==> src/rtl/rer_defines.svh <==
// offsets-free constants for the error record and injection block
`ifndef RER_DEFINES_SVH
`define RER_DEFINES_SVH
`define RER_REC_CORE 1'h0
`define RER_REC_SHARED 1'h1
`define RER_PFG_FEAT 4'hF
`define RER_CTL_RESET 4'h0
`define RER_CDN_WIDTH 32
`define RER_IRQ_IDLE 1'h1
`endif

==> src/rtl/rer_pkg.sv <==
// types for the error record and injection block
`default_nettype none
package rer_pkg;
   typedef enum logic [2:0] {ERR_NONE, ERR_CORRECTED, ERR_POSTPONED, ERR_RESTARTABLE, ERR_UNCONTAINABLE} rer_sev_t;
   // one error report from a protected RAM
   typedef struct packed {
      logic valid;
      logic [2:0] srcKind;
      logic [1:0] eccBits;
   } rer_report_t;
   // status view of one record
   typedef struct packed {
      logic valid;
      logic overflow;
      rer_sev_t sev;
   } rer_status_t;
   // injection controls: enables for corrected, postponed, uncontainable, restartable
   typedef struct packed {
      logic armed;
      logic [3:0] typeEn;
   } rer_pfg_t;
   localparam logic [2:0] SRC_L1D_ACCESS = 3'h0;
   localparam logic [2:0] SRC_L1_EVICT = 3'h1;
   localparam logic [2:0] SRC_L1_SNOOP = 3'h2;
   localparam logic [2:0] SRC_L1_TAG = 3'h3;
   localparam logic [2:0] SRC_L1D_READ = 3'h4;
   localparam logic [2:0] SRC_DIRTY = 3'h5;
   localparam logic [2:0] SRC_OTHER = 3'h6;
endpackage : rer_pkg
`default_nettype wire

==> src/rtl/rer_error_records.sv <==
// two error records, fault interrupts and pseudo-fault injection
`timescale 1ns/10ps
`default_nettype none
`include "rer_defines.svh"
// Behaviour
// - every detected protected-RAM error is logged in a software-visible record
// - two records; select register chooses which one the selected views show
// - record zero is this core's, fed by L1, TLB and L2 errors
// - record one logs L3 and snoop filter errors, shared by the cluster
// - interrupt index zero for shared errors, index n+1 for core n
// - single-bit ECC on L1 data access is a corrected error
// - double-bit on L1 eviction or snoop is a postponed error
// - double-bit on L1 tag after eviction is uncontainable
// - double-bit on L1 data read is a restartable error
// - block injects errors into its own detection logic
// - read-only feature register lists injectable error types
// - control register selects which error types are injected
// - countdown register sets when the injected fault takes effect
// - injection never alters stored RAM contents
// - uncorrectable tag or dirty error invalidates line and interrupts
module rer_error_records
   import rer_pkg::*;
#(
   parameter int CORE_INDEX = 0,
   parameter int NUM_CORES = 1,
   parameter int CDN_WIDTH = `RER_CDN_WIDTH
)(
   input wire logic ref_clk,
   input wire logic reset_n,
   input wire rer_report_t coreReport,
   input wire rer_report_t sharedReport,
   input wire logic recordSelectWrite,
   input wire logic recordSelectData,
   input wire logic statusClear,
   input wire logic injControlWrite,
   input wire rer_pfg_t injControlData,
   input wire logic injCountdownWrite,
   input wire logic [CDN_WIDTH-1:0] injCountdownData,
   output logic record_select_reg,
   output rer_status_t selected_record_status_reg,
   output logic [3:0] selected_injection_feature_reg,
   output rer_pfg_t selected_injection_control_reg,
   output logic [CDN_WIDTH-1:0] selected_injection_countdown_reg,
   output logic [3:0] injection_feature_reg,
   output logic invalidateLine,
   output logic [NUM_CORES:0] fault_interrupt_out_low
);
   rer_status_t rec0_q;
   rer_status_t rec1_q;
   logic selReg_q;
   rer_pfg_t pfg_q;
   logic [CDN_WIDTH-1:0] cdn_q;
   logic fire;
   rer_sev_t injSev;
   rer_sev_t coreSev;
   rer_sev_t sharedSev;
   logic coreEvent;
   logic sharedEvent;
   logic invalidate_q;
   logic [NUM_CORES:0] irqLow_q;
   rer_status_t statusView_q;
   logic [3:0] selFeatView_q;
   logic [3:0] featReg_q;
   rer_pfg_t ctlView_q;
   logic [CDN_WIDTH-1:0] cdnView_q;

   function automatic rer_sev_t classify(input rer_report_t r);
      rer_sev_t s;
      s = ERR_NONE;
      if (r.valid)
      begin
         if (r.eccBits == 2'h1)
            s = ERR_CORRECTED;
         else if (r.srcKind == SRC_L1_EVICT || r.srcKind == SRC_L1_SNOOP)
            s = ERR_POSTPONED;
         else if (r.srcKind == SRC_L1_TAG || r.srcKind == SRC_DIRTY)
            s = ERR_UNCONTAINABLE;
         else if (r.srcKind == SRC_L1D_READ)
            s = ERR_RESTARTABLE;
         else
            s = ERR_UNCONTAINABLE;
      end
      return s;
   endfunction : classify

   // injected fault: highest enabled type, fed to record zero and the core fault line
   always_comb
   begin
      fire = pfg_q.armed && (cdn_q == '0);
      injSev = ERR_NONE;
      if (fire)
      begin
         if (pfg_q.typeEn[2])
            injSev = ERR_UNCONTAINABLE;
         else if (pfg_q.typeEn[3])
            injSev = ERR_RESTARTABLE;
         else if (pfg_q.typeEn[1])
            injSev = ERR_POSTPONED;
         else if (pfg_q.typeEn[0])
            injSev = ERR_CORRECTED;
      end
   end

   always_comb
   begin
      coreSev = classify(coreReport);
      if (injSev > coreSev)
         coreSev = injSev;
      sharedSev = classify(sharedReport);
      coreEvent = coreSev != ERR_NONE;
      sharedEvent = sharedSev != ERR_NONE;
   end

   always_ff @(posedge ref_clk or negedge reset_n)
   begin
      if (!reset_n)
         selReg_q <= `RER_REC_CORE;
      else if (recordSelectWrite)
         selReg_q <= recordSelectData;
   end

   // record zero, core private; set beats clear
   always_ff @(posedge ref_clk or negedge reset_n)
   begin
      if (!reset_n)
         rec0_q <= '{valid: 1'b0, overflow: 1'b0, sev: ERR_NONE};
      else if (coreEvent)
      begin
         rec0_q.valid <= 1'b1;
         rec0_q.overflow <= rec0_q.valid && !(statusClear && selReg_q == `RER_REC_CORE);
         if (coreSev > rec0_q.sev || (statusClear && selReg_q == `RER_REC_CORE))
            rec0_q.sev <= coreSev;
      end
      else if (statusClear && selReg_q == `RER_REC_CORE)
         rec0_q <= '{valid: 1'b0, overflow: 1'b0, sev: ERR_NONE};
   end

   // record one, shared by the cluster
   always_ff @(posedge ref_clk or negedge reset_n)
   begin
      if (!reset_n)
         rec1_q <= '{valid: 1'b0, overflow: 1'b0, sev: ERR_NONE};
      else if (sharedEvent)
      begin
         rec1_q.valid <= 1'b1;
         rec1_q.overflow <= rec1_q.valid && !(statusClear && selReg_q == `RER_REC_SHARED);
         if (sharedSev > rec1_q.sev || (statusClear && selReg_q == `RER_REC_SHARED))
            rec1_q.sev <= sharedSev;
      end
      else if (statusClear && selReg_q == `RER_REC_SHARED)
         rec1_q <= '{valid: 1'b0, overflow: 1'b0, sev: ERR_NONE};
   end

   // injection control and countdown
   always_ff @(posedge ref_clk or negedge reset_n)
   begin
      if (!reset_n)
      begin
         pfg_q <= '{armed: 1'b0, typeEn: `RER_CTL_RESET};
         cdn_q <= '0;
      end
      else
      begin
         if (injControlWrite)
            pfg_q <= '{armed: injControlData.armed, typeEn: injControlData.typeEn & `RER_PFG_FEAT};
         else if (fire)
            pfg_q.armed <= 1'b0;
         if (injCountdownWrite)
            cdn_q <= injCountdownData;
         else if (pfg_q.armed && cdn_q != '0)
            cdn_q <= cdn_q - 1'b1;
      end
   end

   // line invalidate on tag or dirty uncorrectable
   always_ff @(posedge ref_clk or negedge reset_n)
   begin
      if (!reset_n)
         invalidate_q <= 1'b0;
      else
         invalidate_q <= coreReport.valid && coreReport.eccBits == 2'h2
            && (coreReport.srcKind == SRC_L1_TAG || coreReport.srcKind == SRC_DIRTY);
   end

   // active-low fault lines, held while the record is valid
   always_ff @(posedge ref_clk or negedge reset_n)
   begin
      if (!reset_n)
         irqLow_q <= '1;
      else
      begin
         irqLow_q <= '1;
         irqLow_q[0] <= !(rec1_q.valid || sharedEvent);
         irqLow_q[CORE_INDEX+1] <= !(rec0_q.valid || coreEvent);
      end
   end

   // software views, registered; they trail the record state by one cycle
   always_ff @(posedge ref_clk or negedge reset_n)
   begin
      if (!reset_n)
      begin
         statusView_q <= '{valid: 1'b0, overflow: 1'b0, sev: ERR_NONE};
         selFeatView_q <= `RER_PFG_FEAT;
         featReg_q <= `RER_PFG_FEAT;
         ctlView_q <= '{armed: 1'b0, typeEn: `RER_CTL_RESET};
         cdnView_q <= '0;
      end
      else
      begin
         statusView_q <= selReg_q ? rec1_q : rec0_q;
         selFeatView_q <= selReg_q ? 4'h0 : `RER_PFG_FEAT;
         featReg_q <= `RER_PFG_FEAT;
         ctlView_q <= selReg_q ? rer_pfg_t'('0) : pfg_q;
         cdnView_q <= selReg_q ? '0 : cdn_q;
      end
   end

   always_comb
   begin
      record_select_reg = selReg_q;
      selected_record_status_reg = statusView_q;
      selected_injection_feature_reg = selFeatView_q;
      selected_injection_control_reg = ctlView_q;
      selected_injection_countdown_reg = cdnView_q;
      injection_feature_reg = featReg_q;
      invalidateLine = invalidate_q;
      fault_interrupt_out_low = irqLow_q;
   end
endmodule : rer_error_records
`default_nettype wire

==> config.mk <==
export PLATFORM = sky130hd
export DESIGN_NAME = rer_error_records
export DESIGN_NICKNAME = d
export VERILOG_FILES = /design/src/rtl/rer_pkg.sv /design/src/rtl/rer_error_records.sv
export VERILOG_INCLUDE_DIRS = /design/src /design/src/rtl
export SDC_FILE = /design/constraint.sdc
export NUM_CORES = 1
export LEC_CHECK = 0
export BUFFER_PORTS_ARGS = -buffer_cell sky130_fd_sc_hd__buf_2
export CAP_MARGIN = 5
export CORE_UTILIZATION = 50
export DETAILED_ROUTE_END_ITERATION = 7
export PLACE_DENSITY = 0.77
export RECOVER_POWER = 50
export SKIP_LAST_GASP = 1
export SLEW_MARGIN = 20
export SYNTH_ARGS = -nofsm -noshare
export SYNTH_HDL_FRONTEND = slang
export SYNTH_SLANG_ARGS = --single-unit
export TNS_END_PERCENT = 100
==> constraint.sdc <==
create_clock -name ref_clk -period 5.3 [get_ports ref_clk]
set_input_delay 1.06 -clock ref_clk [delete_from_list [all_inputs] [get_ports ref_clk]]
set_output_delay 1.06 -clock ref_clk [all_outputs]
set_load 0.005 [all_outputs]
==> impl_metrics.yaml <==
critical_path:
  crit_arrival_ns: 5.28
  cp_num_buf_inv: 0
  cp_slowest_stage_delay_ns: 0.73
  crit_path_cell_trace: "or4_1 -> or4b_2 -> nor4_2 -> and3_1 -> ha_1 -> nand2_1 -> o21ai_0 -> and2_1 -> nor4b_2 -> o2bb2ai_1 -> ha_1 -> nor2b_1 -> o21a_1 -> o21ai_0 -> o21ai_1 -> mux2_2"
  cp_top_family: "simple AND/OR/NAND/NOR gates"
  r2r_start: "cdn_q[16]"
  end_kind: "flip-flop"
  slowest_stage: "or4b_2"
  start_kind: "flip-flop"
  reg2reg_depth: 16
  path_class: "reg2reg"
  reg2reg_to: "rec0_q[1]"
  ff2ff_setup_slack_ns: 0.27
  worstPathRequired_ns: 5.55
  critPathMaxFanout: 4
synthesis:
  ys_ff_latch: 94
  ys_types: 49
  yosys_warnings: 0
  avgSynthCellArea_um2: 10.4
  synth_edf_count: 0
  async_reset_ff_frac: 1.00
  syn_area_um2: 4480
  syn_inst: 430
  ys_seq_area_frac: 0.526
  ys.flop_type: "dfrtp_1"
floorplan:
  dieWidth_um: 96.7
  dieArea_um2: 9340
  rows: 34
  start_util: 0.516
  core_area_um2: 8680
  fp.dieH_um: 96.7
  top_level_ports: 110
pwr:
  powerDensity_nw_per_um2: 324
  vdd_drop_max_mv: 0.171
  p_leak_nw: 2.39
timing:
  clock.fmax_mhz: 199
  clock_skew_ns: 0.0143
  finalSetupViolations: 0
  post-route-min-period_ns: 5.03
  slew_violations: 148
  hold_violations: 0
  slew_headroom: -0.460
  finalCritPeriodShare: 0.950
  tightest_slew_ns: 2.19
finish:
  register_area_um2: 2360
  insertedDiodeCount: 0
  design_area_um2: 5270
  final_core_util: 0.607
  area_growth_pct: 17.7
  drive_above_1_share: 0.265
  multi_input_area_um2: 1990
  nets: 594
  layout_common_cells: "98 x buf_2, 91 x dfrtp_1, 44 x nand2_1, 44 x nor2b_1, 42 x o21ai_0"
  final_common_cell: "buf_2"
  fillers: 752
detailed_routing:
  avgViaCountPerCell: 5.29
  num_vias: 3388
  wl_met3_um: 430
  dr.first_iter.drc_count: 179
  wl_met2_um: 4810
  wl_per_cell_um: 14.9
  dr.max_layer_used: "met4"
  wl_met1_um: 4210
  wl_um: 9560
  firstDrtPassIters: 6
  drtAntennaViolNets: 0
  drcViolationCount: 1
place:
  numPortBuffers: 105
  place_hpwl_um: 6790
  dpl_cell_area_um2: 5060
  place_congestion: 0.839
clocking:
  h-tree-depth: 3
  clock_sinks: 94
  clockBufferDepth: 2
  cts_tree: "built"
  clk_latency_ns: 0.36
  path_clk_slew_ns: 0.09
  cts_buffers: 9
  cts_root_buffer: "clkbuf_8"
  cts_hold_buffers: 0
global_routing:
  grt_pass1_wl_um: 16100
  grt_overflow: 0
  grt_pass1_vias: 3419
  grt_usage: 0.213
  grt_max_degree: 65
  antenna_found_initial: 0
status:
  status: "finished with violations"
  violations: "DRC, capacitance limit, slew limit"
job:
  max_cap_viol_count: 3
hold_path:
  hp-start: "rec1_q[4]"
  hold_class: "reg2reg"
  whs_endpoint: "fault_interrupt_out_low[0]"
  holdPathStages: 1
==> stage by stage <==
| stage | cells | hold slack (ns) | TNS (ns) | total power, mW | worst slack, ns |
|---|---|---|---|---|---|
| 2_1_floorplan | 433 | 0.397 | 0 | 1.07 | 0.565 |
| 3_3_place_gp | 624 | 0.420 | 0 | 1.19 | 0.478 |
| 4_1_cts | 640 | 0.435 | 0 | 1.72 | 0.193 |
| 5_1_grt | 640 | 0.468 | -0.00731 | 1.80 | -0.00731 |
| 3_5_place_dp | 624 | 0.425 | 0 | 1.20 | 0.252 |
| 6_report | 640 | 0.437 | 0 | 1.71 | 0.267 |
==> per-layer routing <==
layer  up-vias  track usage
met2       100        0.358
li1       1669            -
met3         9       0.0397
met1      1610        0.283
met5         -            0
met4         0       0.0643
==> worst max path at each step <==
stage                    from         to  slack [ns]  cells past startpoint
floorplan           cdn_q[16]  rec0_q[1]        0.57                     17
global placement    cdn_q[16]  rec0_q[1]        0.48                     16
detailed placement  cdn_q[14]  rec0_q[1]        0.25                     16
CTS                 cdn_q[16]  rec0_q[1]        0.19                     16
global route        cdn_q[16]  rec0_q[1]      -0.007                     16
finish              cdn_q[16]  rec0_q[1]        0.27                     16
==> synth_stat cells, types with 2 or more instances <==
cell type / count / share of area
a21o_1: 3 / 0.0050
a21oi_1: 6 / 0.0067
a31oi_1: 2 / 0.0028
and2_1: 2 / 0.0028
buf_1: 2 / 0.0017
buf_2: 3 / 0.0034
buf_4: 7 / 0.012
clkbuf_1: 14 / 0.012
dfrtp_1: 91 / 0.51
dfstp_2: 3 / 0.018
ha_1: 11 / 0.031
inv_1: 9 / 0.0075
mux2_2: 13 / 0.033
mux2i_1: 3 / 0.0067
nand2_1: 44 / 0.037
nand2b_1: 5 / 0.0070
nand3_1: 10 / 0.011
nor2_1: 13 / 0.011
nor2b_1: 44 / 0.061
nor3_1: 10 / 0.011
nor3b_1: 3 / 0.0050
nor4_1: 15 / 0.021
nor4b_1: 4 / 0.0078
o21a_1: 3 / 0.0050
o21ai_0: 42 / 0.047
o2bb2ai_1: 2 / 0.0039
o311ai_0: 2 / 0.0039
or2_2: 2 / 0.0028
or3_1: 7 / 0.0098
or4_1: 5 / 0.0084
or4b_2: 2 / 0.0045
xnor2_1: 27 / 0.053
xor2_1: 5 / 0.0098
==> cells by family (layout without fill, tap and decap cells) <==
logic type                 count (synthesis)  in the layout  share of synthesized area
and+or+nand+nor                          172            172                      0.213
DFF                                       94             94                      0.526
AOI/OAI and AO/OA                         69             69                     0.0913
buffers and inverters                     35            134                     0.0360
xor gates and xnor gates                  32             32                     0.0626
muxes                                     16             16                     0.0394
adders and majority gates                 11             11                     0.0307
other                                      1              4                   0.000837
==> worst reg2reg max path, cell delays in order (launching register included) <==
cell	delay, ns
dfrtp_1	0.42
or4_1	0.61
or4b_2	0.73
nor4_2	0.34
and3_1	0.20
ha_1	0.18
nand2_1	0.07
o21ai_0	0.18
and2_1	0.21
nor4b_2	0.33
o2bb2ai_1	0.21
ha_1	0.29
nor2b_1	0.13
o21a_1	0.15
o21ai_0	0.35
o21ai_1	0.19
mux2_2	0.30
==> report_power, final <==
| part | leakage, nW | switching, mW | internal (mW) |
|---|---|---|---|
| Combinational | 1.11 | 0.171 | 0.152 |
| Clock | 0.111 | 0.252 | 0.269 |
| Sequential | 1.17 | 0.0563 | 0.806 |
| Total | 2.39 | 0.480 | 1.23 |
==> what timing repair did <==
item	CTS	global route
setup buffers	0	0
setup endpoints to repair	0	3
gates resized for setup	0	1
==> area by class of cell <==
cell class | instances | share of cell area
Clock buffer | 10 | 0.0242
Clock inverter | 6 | 0.0173
Inverter | 9 | 0.00641
Multi-Input combinational cell | 304 | 0.377
Sequential cell | 94 | 0.447
Tap cell | 108 | 0.0256
Timing Repair Buffer | 109 | 0.103
(Power assumes the default switching activity.)
